<file path="src/ncals_pkg.sv">
// Constants, opcodes and types for the nibble execution block
//
// Contract
// (RQ1) Rotate-left moves carry into bit 0, bit 3 into carry; both flags updated.
// (RQ2) Accumulator/extension swap, one byte, one cycle, flags untouched.
// (RQ3) Memory and accumulator bump/drop by one, updating zero and carry flags.
// (RQ4) Set bit of addressed nibble chosen by opcode bits 1:0; flags untouched.
// (RQ5) Clear bit of addressed nibble chosen by opcode bits 1:0; zero flag updated.
// (RQ6) Accumulator gets accumulator plus memory; zero and carry updated.
// (RQ7) Accumulator gets accumulator plus memory plus carry; zero and carry updated.
// (RQ8) Add six to accumulator; only zero flag updated.
// (RQ9) Add ten to accumulator; only zero flag updated.
// (RQ10) Accumulator becomes accumulator xor memory; zero flag updated.
// (RQ11) Accumulator becomes accumulator and memory; zero flag updated.
// (RQ12) Accumulator becomes accumulator or memory; zero flag updated.
// (RQ13) Memory compare: greater 0/0, equal 1/1, smaller 1/0 for carry/zero.
// (RQ14) Immediate compare, two bytes, two cycles, same flag outcome as memory compare.
// (RQ15) Pointer low xor immediate sets only zero flag; nothing else written.
// (RQ16) Load immediate copies opcode low nibble into accumulator; zero flag updated.
// (RQ17) Swap accumulator with memory, then pointer high xor 0,imm3; two cycles.
// (RQ18) Plain memory swap takes two cycles; zero flag follows pointer high.
// (RQ19) Swap then pointer low bump or drop; zero follows pointer; two cycles.
// (RQ20) Table read from {pc high, ext, acc} into acc and ext over two cycles.
// (RQ21) Invert every accumulator bit; zero flag updated.
// (RQ22) Zero flag set when the 4-bit result is zero, unless compare decides.
// (RQ23) Clear acc, carry clear/set, store and load behave as plain moves.
// (RQ24) Every other single-byte opcode completes in one instruction cycle.

package ncals_pkg;

    // -----------------------------------------------------------------
    // Opcodes
    // -----------------------------------------------------------------
    localparam logic [7:0] OP_ROTL       = 8'h01;
    localparam logic [7:0] OP_STORE      = 8'h02;
    localparam logic [7:0] OP_TO_EXT     = 8'h03;
    localparam logic [7:0] OP_SWAP_EXT   = 8'h0d;
    localparam logic [7:0] OP_ACC_BUMP   = 8'h0e;
    localparam logic [7:0] OP_ACC_DROP   = 8'h0f;
    localparam logic [7:0] OP_SET_BIT    = 8'h08;
    localparam logic [7:0] OP_CARRY_SUM  = 8'h20;
    localparam logic [7:0] OP_LOAD       = 8'h21;
    localparam logic [7:0] OP_CLR_BIT    = 8'h28;
    localparam logic [7:0] OP_IMM_CMP    = 8'h2c;
    localparam logic [7:0] OP_PLOW_CMP   = 8'h2d;
    localparam logic [7:0] OP_MEM_BUMP   = 8'h2e;
    localparam logic [7:0] OP_MEM_DROP   = 8'h2f;
    localparam logic [7:0] OP_BIN_SUM    = 8'h60;
    localparam logic [7:0] OP_ROM_READ   = 8'h63;
    localparam logic [7:0] OP_SWAP_XOR   = 8'ha0;
    localparam logic [3:0] OP_LOAD_IMM_H = 4'hc;
    localparam logic [7:0] OP_CARRY_CLR  = 8'he1;
    localparam logic [7:0] OP_OR_MEM     = 8'he5;
    localparam logic [7:0] OP_BCD_ADD    = 8'he6;
    localparam logic [7:0] OP_AND_MEM    = 8'he7;
    localparam logic [7:0] OP_BCD_SUB    = 8'hea;
    localparam logic [7:0] OP_INVERT     = 8'heb;
    localparam logic [7:0] OP_CARRY_SET  = 8'hf1;
    localparam logic [7:0] OP_XOR_MEM    = 8'hf5;
    localparam logic [7:0] OP_MEM_CMP    = 8'hfb;
    localparam logic [7:0] OP_SWAP_BUMP  = 8'hfe;
    localparam logic [7:0] OP_SWAP_DROP  = 8'hff;

    // Masks for opcode families with operand bits
    localparam logic [7:0] MASK_BIT_OP   = 8'hfc;
    localparam logic [7:0] MASK_SWAP_XOR = 8'hf8;

    // -----------------------------------------------------------------
    // Arithmetic constants and reset values
    // -----------------------------------------------------------------
    localparam logic [3:0] NIB_ONE       = 4'h1;
    localparam logic [3:0] NIB_ALL       = 4'hf;
    localparam logic [3:0] BCD_ADJ_ADD   = 4'h6;
    localparam logic [3:0] BCD_ADJ_SUB   = 4'ha;
    localparam logic [3:0] RST_NIB       = 4'h0;
    localparam logic       RST_FLAG      = 1'b0;
    localparam int         RAM_WORDS     = 256;

    // -----------------------------------------------------------------
    // Types
    // -----------------------------------------------------------------
    typedef enum logic [2:0] {
        ALU_ADD, ALU_XOR, ALU_AND, ALU_OR, ALU_INV, ALU_ROL
    } ncals_alu_op_t;

    typedef enum logic {ST_EXEC, ST_SECOND} ncals_state_t;

endpackage

</file>
<file path="src/ncals_ifs.sv">
// Internal carriers between the core, the nibble ALU and the data memory
`timescale 1ns/10ps

interface ncals_alu_if;
    ncals_pkg::ncals_alu_op_t op;
    logic [3:0]               a;
    logic [3:0]               b;
    logic                     cin;
    logic [3:0]               res;
    logic                     cout;
    modport core (output op, a, b, cin, input res, cout);
    modport alu  (input op, a, b, cin, output res, cout);
endinterface

interface ncals_ram_if;
    logic [7:0] addr;
    logic       wr;
    logic [3:0] wdata;
    logic [3:0] rdata;
    modport core (output addr, wr, wdata, input rdata);
    modport ram  (input addr, wr, wdata, output rdata);
endinterface

</file>
<file path="src/ncals_alu.sv">
// Combinational 4-bit ALU
`timescale 1ns/10ps

module ncals_alu (
    // Operands and result
    ncals_alu_if.alu a_if
);

    wire [4:0] sum;

    // Five-bit sum keeps the carry out
    assign sum = {1'b0, a_if.a} + {1'b0, a_if.b} + {4'h0, a_if.cin};

    // Result select
    always_comb begin
        a_if.res  = sum[3:0];
        a_if.cout = sum[4];
        case (a_if.op)
            ncals_pkg::ALU_ADD: begin
                a_if.res  = sum[3:0];
                a_if.cout = sum[4];
            end
            ncals_pkg::ALU_XOR: a_if.res = a_if.a ^ a_if.b;
            ncals_pkg::ALU_AND: a_if.res = a_if.a & a_if.b;
            ncals_pkg::ALU_OR:  a_if.res = a_if.a | a_if.b;
            ncals_pkg::ALU_INV: a_if.res = ~a_if.a;
            ncals_pkg::ALU_ROL: begin
                a_if.res  = {a_if.a[2:0], a_if.cin}; // [RQ1]
                a_if.cout = a_if.a[3];               // [RQ1]
            end
            default: a_if.res = sum[3:0];
        endcase
    end

endmodule

</file>
<file path="src/ncals_ram.sv">
// Data memory of 256 nibbles, read combinationally, written on the clock
`timescale 1ns/10ps

module ncals_ram (
    // Clock and enable
    input  wire logic     clk,
    input  wire logic     ce,
    // Access port
    ncals_ram_if.ram      r_if
);

    logic [3:0] mem_r [ncals_pkg::RAM_WORDS];

    // Read of the addressed nibble
    assign r_if.rdata = mem_r[r_if.addr];

    // Write, frozen while the enable is low
    always_ff @(posedge clk) begin
        if (ce && r_if.wr) begin
            mem_r[r_if.addr] <= r_if.wdata;
        end
    end

endmodule

</file>
<file path="src/ncals_core.sv">
// Execution core for accumulator, memory, arithmetic, compare and load/store opcodes
`timescale 1ns/10ps

module ncals_core (
    // Clock, reset, enable
    input  wire logic        clk,
    input  wire logic        rst_b,
    input  wire logic        ce,
    // Opcode hand-in
    input  wire logic        op_valid,
    input  wire logic [7:0]  op_code,
    input  wire logic [7:0]  op_imm,
    output logic             op_ready,
    output logic             op_done,
    // Pointer load from the pointer group
    input  wire logic        ptr_wr,
    input  wire logic [7:0]  ptr_wdata,
    // Program ROM table port
    input  wire logic [3:0]  pc_high,
    output logic             rom_rd,
    output logic [11:0]      rom_addr,
    input  wire logic [7:0]  rom_data,
    // Architectural state
    output logic [3:0]       acc,
    output logic [3:0]       ext,
    output logic [7:0]       mem_ptr,
    output logic             carry_flag,
    output logic             zero_flag
);

    // -----------------------------------------------------------------
    // Helpers
    // -----------------------------------------------------------------
    function automatic logic is_zero(input logic [3:0] v);
        is_zero = (v == 4'h0);
    endfunction

    function automatic logic [3:0] bit_mask(input logic [1:0] sel);
        bit_mask = 4'h1 << sel;
    endfunction

    // -----------------------------------------------------------------
    // State
    // -----------------------------------------------------------------
    ncals_pkg::ncals_state_t state_r, state_nxt;
    logic [3:0]  acc_r, acc_nxt;
    logic [3:0]  ext_r, ext_nxt;
    logic [3:0]  pth_r, pth_nxt;
    logic [3:0]  ptl_r, ptl_nxt;
    logic        cy_r, cy_nxt;
    logic        zr_r, zr_nxt;
    logic [7:0]  op_r, op_nxt;
    logic [3:0]  imm_r, imm_nxt;
    logic        done_r, done_nxt;
    logic        rom_rd_r, rom_rd_nxt;
    logic [11:0] rom_addr_r, rom_addr_nxt;

    ncals_alu_if alu_bus ();
    ncals_ram_if ram_bus ();

    ncals_alu u_alu (
        .a_if (alu_bus)
    );

    ncals_ram u_ram (
        .clk  (clk),
        .ce   (ce),
        .r_if (ram_bus)
    );

    // -----------------------------------------------------------------
    // Phase and decode
    // -----------------------------------------------------------------
    wire       in_second;
    wire       exec_go;
    wire       fin_go;
    wire [7:0] cur_op;
    wire [3:0] mem_val;

    // One decoder serves both phases
    assign in_second = (state_r == ncals_pkg::ST_SECOND);
    assign exec_go   = ce && op_valid && !in_second;
    assign fin_go    = ce && in_second;
    assign cur_op    = in_second ? op_r : op_code;
    assign mem_val   = ram_bus.rdata;
    assign ram_bus.addr = {pth_r, ptl_r};

    wire d_rotl      = (cur_op == ncals_pkg::OP_ROTL);
    wire d_store     = (cur_op == ncals_pkg::OP_STORE);
    wire d_to_ext    = (cur_op == ncals_pkg::OP_TO_EXT);
    wire d_swap_ext  = (cur_op == ncals_pkg::OP_SWAP_EXT);
    wire d_acc_bump  = (cur_op == ncals_pkg::OP_ACC_BUMP);
    wire d_acc_drop  = (cur_op == ncals_pkg::OP_ACC_DROP);
    wire d_set_bit   = ((cur_op & ncals_pkg::MASK_BIT_OP) == ncals_pkg::OP_SET_BIT);
    wire d_clr_bit   = ((cur_op & ncals_pkg::MASK_BIT_OP) == ncals_pkg::OP_CLR_BIT);
    wire d_carry_sum = (cur_op == ncals_pkg::OP_CARRY_SUM);
    wire d_load      = (cur_op == ncals_pkg::OP_LOAD);
    wire d_imm_cmp   = (cur_op == ncals_pkg::OP_IMM_CMP);
    wire d_plow_cmp  = (cur_op == ncals_pkg::OP_PLOW_CMP);
    wire d_mem_bump  = (cur_op == ncals_pkg::OP_MEM_BUMP);
    wire d_mem_drop  = (cur_op == ncals_pkg::OP_MEM_DROP);
    wire d_bin_sum   = (cur_op == ncals_pkg::OP_BIN_SUM);
    wire d_rom_read  = (cur_op == ncals_pkg::OP_ROM_READ);
    wire d_swap_xor  = ((cur_op & ncals_pkg::MASK_SWAP_XOR) == ncals_pkg::OP_SWAP_XOR);
    wire d_load_imm  = (cur_op[7:4] == ncals_pkg::OP_LOAD_IMM_H);
    wire d_carry_clr = (cur_op == ncals_pkg::OP_CARRY_CLR);
    wire d_or_mem    = (cur_op == ncals_pkg::OP_OR_MEM);
    wire d_bcd_add   = (cur_op == ncals_pkg::OP_BCD_ADD);
    wire d_and_mem   = (cur_op == ncals_pkg::OP_AND_MEM);
    wire d_bcd_sub   = (cur_op == ncals_pkg::OP_BCD_SUB);
    wire d_invert    = (cur_op == ncals_pkg::OP_INVERT);
    wire d_carry_set = (cur_op == ncals_pkg::OP_CARRY_SET);
    wire d_xor_mem   = (cur_op == ncals_pkg::OP_XOR_MEM);
    wire d_mem_cmp   = (cur_op == ncals_pkg::OP_MEM_CMP);
    wire d_swap_bump = (cur_op == ncals_pkg::OP_SWAP_BUMP);
    wire d_swap_drop = (cur_op == ncals_pkg::OP_SWAP_DROP);

    // Groups by effect
    wire g_swap_mem  = d_swap_xor || d_swap_bump || d_swap_drop;
    wire g_two_cyc   = g_swap_mem || d_imm_cmp || d_plow_cmp || d_rom_read;
    wire g_acc_cz    = d_rotl || d_acc_bump || d_acc_drop || d_bin_sum || d_carry_sum;
    wire g_acc_z     = d_bcd_add || d_bcd_sub || d_xor_mem || d_and_mem || d_or_mem
                       || d_invert;
    wire g_mem_cz    = d_mem_bump || d_mem_drop;

    // -----------------------------------------------------------------
    // ALU operand selection
    // -----------------------------------------------------------------
    wire use_mem_a   = d_mem_bump || d_mem_drop;
    wire use_ptl_a   = d_swap_bump || d_swap_drop;
    wire add_one     = d_acc_bump || d_mem_bump || d_swap_bump;
    wire add_all     = d_acc_drop || d_mem_drop || d_swap_drop;

    assign alu_bus.op  = d_rotl     ? ncals_pkg::ALU_ROL :
                         (d_xor_mem || d_swap_xor) ? ncals_pkg::ALU_XOR :
                         d_and_mem  ? ncals_pkg::ALU_AND :
                         d_or_mem   ? ncals_pkg::ALU_OR  :
                         d_invert   ? ncals_pkg::ALU_INV : ncals_pkg::ALU_ADD;
    assign alu_bus.a   = use_mem_a ? mem_val : use_ptl_a ? ptl_r :
                         d_swap_xor ? pth_r : acc_r;
    assign alu_bus.b   = add_one   ? ncals_pkg::NIB_ONE :
                         add_all   ? ncals_pkg::NIB_ALL :
                         d_bcd_add ? ncals_pkg::BCD_ADJ_ADD :
                         d_bcd_sub ? ncals_pkg::BCD_ADJ_SUB :
                         d_swap_xor ? {1'b0, op_r[2:0]} : mem_val;
    assign alu_bus.cin = (d_rotl || d_carry_sum) ? cy_r : 1'b0;

    wire [3:0] res  = alu_bus.res;
    wire [3:0] mask = bit_mask(cur_op[1:0]);
    wire [3:0] cimm = imm_r;

    // -----------------------------------------------------------------
    // Next-state logic
    // -----------------------------------------------------------------
    always_comb begin
        state_nxt     = state_r;
        acc_nxt       = acc_r;
        ext_nxt       = ext_r;
        pth_nxt       = pth_r;
        ptl_nxt       = ptl_r;
        cy_nxt        = cy_r;
        zr_nxt        = zr_r;
        op_nxt        = op_r;
        imm_nxt       = imm_r;
        done_nxt      = 1'b0;
        rom_rd_nxt    = rom_rd_r;
        rom_addr_nxt  = rom_addr_r;
        ram_bus.wr    = 1'b0;
        ram_bus.wdata = acc_r;
        if (exec_go) begin
            if (g_acc_cz) begin
                acc_nxt = res;                               // [RQ1] [RQ3] [RQ6] [RQ7]
                cy_nxt  = alu_bus.cout;
                zr_nxt  = is_zero(res);                      // [RQ22]
            end
            if (g_acc_z) begin
                acc_nxt = res;                   // [RQ8] [RQ9] [RQ10] [RQ11] [RQ12] [RQ21]
                zr_nxt  = is_zero(res);
            end
            if (g_mem_cz) begin
                ram_bus.wr    = 1'b1;                        // [RQ3]
                ram_bus.wdata = res;
                cy_nxt        = alu_bus.cout;
                zr_nxt        = is_zero(res);
            end
            if (d_load_imm) begin
                acc_nxt = cur_op[3:0];                       // [RQ16] [RQ23]
                zr_nxt  = is_zero(cur_op[3:0]);
            end
            if (d_swap_ext) begin
                acc_nxt = ext_r;                             // [RQ2]
                ext_nxt = acc_r;
            end
            if (d_to_ext) begin
                ext_nxt = acc_r;
            end
            if (d_set_bit) begin
                ram_bus.wr    = 1'b1;                        // [RQ4]
                ram_bus.wdata = mem_val | mask;
            end
            if (d_clr_bit) begin
                ram_bus.wr    = 1'b1;                        // [RQ5]
                ram_bus.wdata = mem_val & ~mask;
                zr_nxt        = is_zero(mem_val & ~mask);
            end
            if (d_store) begin
                ram_bus.wr = 1'b1;                           // [RQ23]
            end
            if (d_load) begin
                acc_nxt = mem_val;                           // [RQ23]
                zr_nxt  = is_zero(mem_val);
            end
            if (d_carry_clr) begin
                cy_nxt = 1'b0;                               // [RQ23]
            end
            if (d_carry_set) begin
                cy_nxt = 1'b1;                               // [RQ23]
            end
            if (d_mem_cmp) begin
                cy_nxt = (mem_val <= acc_r);                 // [RQ13]
                zr_nxt = (mem_val == acc_r);
            end
            if (g_swap_mem) begin
                acc_nxt    = mem_val;                        // [RQ17] [RQ18] [RQ19]
                ram_bus.wr = 1'b1;
            end
            if (d_rom_read) begin
                rom_addr_nxt = {pc_high, ext_r, acc_r};      // [RQ20]
                rom_rd_nxt   = 1'b1;
            end
            if (g_two_cyc) begin
                state_nxt = ncals_pkg::ST_SECOND;            // [RQ14] [RQ17] [RQ20]
                op_nxt    = op_code;
                imm_nxt   = op_imm[3:0];
            end else begin
                done_nxt  = 1'b1;                            // [RQ24]
            end
        end else if (fin_go) begin
            if (d_swap_xor) begin
                pth_nxt = res;                               // [RQ17] [RQ18]
                zr_nxt  = is_zero(res);
            end
            if (d_swap_bump || d_swap_drop) begin
                ptl_nxt = res;                               // [RQ19]
                zr_nxt  = is_zero(res);
            end
            if (d_imm_cmp) begin
                cy_nxt = (cimm <= acc_r);                    // [RQ14]
                zr_nxt = (cimm == acc_r);
            end
            if (d_plow_cmp) begin
                zr_nxt = is_zero(ptl_r ^ cimm);              // [RQ15]
            end
            if (d_rom_read) begin
                acc_nxt    = rom_data[7:4];                  // [RQ20]
                ext_nxt    = rom_data[3:0];
                rom_rd_nxt = 1'b0;
            end
            state_nxt = ncals_pkg::ST_EXEC;
            done_nxt  = 1'b1;
        end else if (ce && ptr_wr && !in_second) begin
            pth_nxt = ptr_wdata[7:4];
            ptl_nxt = ptr_wdata[3:0];
        end
    end

    // -----------------------------------------------------------------
    // Registers
    // -----------------------------------------------------------------
    always_ff @(posedge clk) begin
        if (!rst_b) begin
            state_r    <= ncals_pkg::ST_EXEC;
            acc_r      <= ncals_pkg::RST_NIB;
            ext_r      <= ncals_pkg::RST_NIB;
            pth_r      <= ncals_pkg::RST_NIB;
            ptl_r      <= ncals_pkg::RST_NIB;
            cy_r       <= ncals_pkg::RST_FLAG;
            zr_r       <= ncals_pkg::RST_FLAG;
            op_r       <= {2{ncals_pkg::RST_NIB}};
            imm_r      <= ncals_pkg::RST_NIB;
            done_r     <= ncals_pkg::RST_FLAG;
            rom_rd_r   <= ncals_pkg::RST_FLAG;
            rom_addr_r <= {3{ncals_pkg::RST_NIB}};
        end else if (ce) begin
            state_r    <= state_nxt;
            acc_r      <= acc_nxt;
            ext_r      <= ext_nxt;
            pth_r      <= pth_nxt;
            ptl_r      <= ptl_nxt;
            cy_r       <= cy_nxt;
            zr_r       <= zr_nxt;
            op_r       <= op_nxt;
            imm_r      <= imm_nxt;
            done_r     <= done_nxt;
            rom_rd_r   <= rom_rd_nxt;
            rom_addr_r <= rom_addr_nxt;
        end
    end

    // -----------------------------------------------------------------
    // Outputs
    // -----------------------------------------------------------------
    assign op_ready   = !in_second;
    assign op_done    = done_r;
    assign rom_rd     = rom_rd_r;
    assign rom_addr   = rom_addr_r;
    assign acc        = acc_r;
    assign ext        = ext_r;
    assign mem_ptr    = {pth_r, ptl_r};
    assign carry_flag = cy_r;
    assign zero_flag  = zr_r;

endmodule

</file>
<file path="config.mk">
export PLATFORM = sky130hd
export DESIGN_NAME = ncals_core
export DESIGN_NICKNAME = d
export VERILOG_FILES = /design/src/ncals_pkg.sv /design/src/ncals_ifs.sv /design/src/ncals_alu.sv /design/src/ncals_ram.sv /design/src/ncals_core.sv
export SDC_FILE = /design/constraint.sdc
export NUM_CORES = 1
export LEC_CHECK = 0
export ABC_AREA = 1
export BUFFER_PORTS_ARGS = -buffer_cell sky130_fd_sc_hd__buf_2
export CORE_MARGIN = 10
export CORE_UTILIZATION = 65
export CTS_BUF_LIST = sky130_fd_sc_hd__clkbuf_4 sky130_fd_sc_hd__clkbuf_8
export CTS_CLUSTER_SIZE = 8
export DETAILED_ROUTE_END_ITERATION = 12
export GPL_TIMING_DRIVEN = 1
export PLACE_DENSITY_LB_ADDON = 0.08
export SKIP_LAST_GASP = 1
export SYNTH_ARGS = -nofsm -noshare
export SYNTH_HDL_FRONTEND = slang
export SYNTH_SLANG_ARGS = --single-unit
export TNS_END_PERCENT = 1
</file>
<file path="constraint.sdc">
create_clock -name clk -period 42.2 [get_ports clk]
set_input_delay 8.44 -clock clk [delete_from_list [all_inputs] [get_ports clk]]
set_output_delay 8.44 -clock clk [all_outputs]
set_load 0.05 [all_outputs]
</file>
==> impl_metrics.toml <==
[die]
core_region_area_sq_mm = 0.0704
die_x_microns = 287
initial_core_util_pct = 65.8
io_pins = 74
rows = 97
die_area_sq_mm = 0.0824
die_h_microns = 287

[synth]
synth_common_cells = "nand2_1 (2,294), edfxtp_1 (1,024), nor2_1 (406)"
yosys_register_bits = 1069
yosysWarnings = 0
synth_edf_count = 1024
synthArstFlopShare_pct = 0
synth_cell_type_count = 47
yosysMostFrequentCell = "nand2_1"
syn_nets = 4671
ys_seq_area_share_pct = 68.3
synth_cells = 4612
syn_avg_cell_area_sq_um = 10.0
syn_area_sq_mm = 0.0463
synthTopCellsByArea = "edfxtp_1 (66%), nand2_1 (19%), nor2_1 (3.3%), dfxtp_1 (1.9%), nand3_1 (1.7%)"
synth_area_leader_cell = "edfxtp_1"
ys.flop_type = "edfxtp_1"
synth_top_area_share_pct = 66.4

[place]
globalplace.congestion = 0.923
dp_cells = 5444
dp_hpwl_microns = 67700
dpl_cell_area_sq_mm = 0.0472
port_buffers = 69

[clock_network]
ctsResizeCount = 0
cts_setup_buffers = 0
clockBufferDepth = 3
cts_max_level = 4
clock_sinks = 1069
cts-root-buf = "clkbuf_8"
postCtsHoldBufs = 0
clkTransAtPathRegs_ns = 0.05
cts_made_buffers = 168
clkLatencyLatePin_ns = 0.82
cts_tree = "yes"

[sta]
rsz0062_at_grt = "no"
worst_hold_slack_ns = 0.460
drv_slew = 0
final.setup.tns_ns = 0
worstMarginPinSlew_ns = 1.02
setup_viol = 0
max_freq_ghz = 0.0706
final.setup_skew_ns = 0.0521
finalCritPeriodShare_pct = 33.6
hold_viol_final = 0
period_minus_slack_ns = 14.17
relSlewSlack_pct = 31.5

[final_layout]
syn_to_final_growth_pct = 8.56
fillers = 5164
fin_cells = 5722
drive_gt1_share_pct = 9.10
final_nets = 4733
fin_area_sq_mm = 0.0503

[drt]
dr.pass1.iters = 6
remaining_drc_errors = 0
antenna_left = 0
post_drt_wl_per_cell_microns = 20.8
drtIter0Drc = 3550
via_per_inst = 5.74
vias = 32867
drt_wl_total_microns = 119000

[pwr]
irDropWorstVdd_mv = 0.0366
p_switching_mw = 0.538
p_per_area_mw_per_mm2 = 43.4
clkPwrFrac_pct = 37.2
p_comb_share_pct = 8.7
p_seq_share_pct = 54.1
p_leak_nw = 20.1
intPower_mw = 1.64
swShare_pct = 24.7
total_power_mw = 2.18

[run_status]
outcome = "finished, final reports clean"

[setup_path]
critical_path_required_ns = 42.64
critPathMaxFanout = 93
critPathLaunchType = "input pin"
worstPathArrival_ns = 14.61
end_kind = "flop"
crit_type = "input pin to flop"
r2r_setup_slack_ns = 32.48

[grt]
grt_max_degree = 219
grt_usage_pct = 28.7
grt_pass1_vias = 31216
gr-total-overflow = 0
antenna_found_initial = 4
grt_first_pass_wirelength_microns = 180000

[min_path]
hp-class = "flop to flop"

[run]
drv_cap = 0
[final cells by class]
| cell class | instances | area (sq um) | area share [%] |
|---|---|---|---|
| Antenna cell | 2 | 5.00 | 0.00995 |
| Clock buffer | 228 | 2790 | 5.54 |
| Clock inverter | 48 | 268 | 0.532 |
| Inverter | 117 | 464 | 0.923 |
| Multi-Input combinational cell | 3195 | 13100 | 26.1 |
| Sequential cell | 1069 | 31700 | 62.9 |
| Tap cell | 940 | 1180 | 2.34 |
| Timing Repair Buffer | 123 | 801 | 1.59 |
[sequential cells by signal, summed over array words and instances (netlist names), 4 cells and up]
register and count:
ext 4, u_ram.mem_r 1024, op_r 8, ptl_r 4, cimm 4, pth_r 4, rom_addr 12, acc 4
[cells in the final DEF (no fill, tap or decap), drive strengths merged]
cell type,count
a31oi,7
nor2,414
a211oi,8
edfxtp,1024
or2,1
nand4,20
nand3,154
inv,122
ha,16
and2,1
nor3,18
o221ai,2
clkinv,40
nand2,2302
dfxtp,45
diode,2
clkinvlp,3
a221oi,8
fa,2
o21ai,123
xor2,4
clkbuf,228
a21boi,1
a22oi,1
o31ai,1
nor4,7
a21oi,90
buf,123
a41oi,1
o22ai,3
a311oi,1
o211ai,10
[cell families (layout without fill, tap and decap cells)]
family | count (synthesis) | in the layout | synth area share (%)
buffers and inverters | 348 | 516 | 3.52
adders and majority gates | 18 | 18 | 0.519
other | 0 | 2 | 0
xor gates and xnor gates | 4 | 4 | 0.0756
DFF | 1069 | 1069 | 68.3
and+or+nand+nor | 2917 | 2917 | 24.5
AOI/OAI and AO/OA | 256 | 256 | 3.08
[metrics by stage]
stage               util (%)  setup WS, ns
detailed placement      67.1         27.33
CTS                     71.4         28.15
global route            71.4         27.52
finish                  71.4         28.03
floorplan                  -         21.05
global placement        67.1         27.47
[power by group through the flow]
stage	sequential (mW)	combinational, mW	clock (mW)
detailed placement	1.20	0.187	0
floorplan	1.22	0.116	0
CTS	1.18	0.188	0.819
global route	1.18	0.208	0.867
finish	1.18	0.190	0.812
global placement	1.20	0.185	0
[final timing paths]
check	cells after the start	startpoint	endpoint
max	25	op_code[4]	u_ram.mem_r[176][3]$_DFFE_PP_
max reg2reg	31	ptl_r[0]$_SDFFE_PN0P_	u_ram.mem_r[176][3]$_DFFE_PP_
min	2	rom_addr[8]$_SDFFE_PN0P_	rom_addr[8]$_SDFFE_PN0P_
min reg2reg	2	rom_addr[8]$_SDFFE_PN0P_	rom_addr[8]$_SDFFE_PN0P_
[worst max-delay path, cell delays in order]
cell and delay (ns):
buf_2 0.09, inv_1 0.07, nor2_1 0.05, a21oi_2 0.19, inv_2 0.05, nor2_1 0.18, nand4_1 0.49, inv_1 0.45
a21oi_1 0.11, o21ai_0 0.09, o21ai_0 0.23, fa_1 0.50, a21oi_1 0.13, o21ai_0 0.11, or2_2 0.29, nand3_1 0.09
nand2_1 0.11, inv_2 0.09, o21ai_0 0.07, nand3_1 0.08, nand2_1 0.10, o21ai_4 0.07, buf_4 0.69, buf_4 0.82
buf_4 0.86
[per-layer routing]
metal	GRT usage (%)	part of all wire, %	vias up
met4	11.7	3.6	6
met2	45.5	47	1673
met5	0	0.029	-
met3	5.60	10	308
met1	38.9	39	15525
li1	-	-	15355
(Power assumes the default switching activity.)
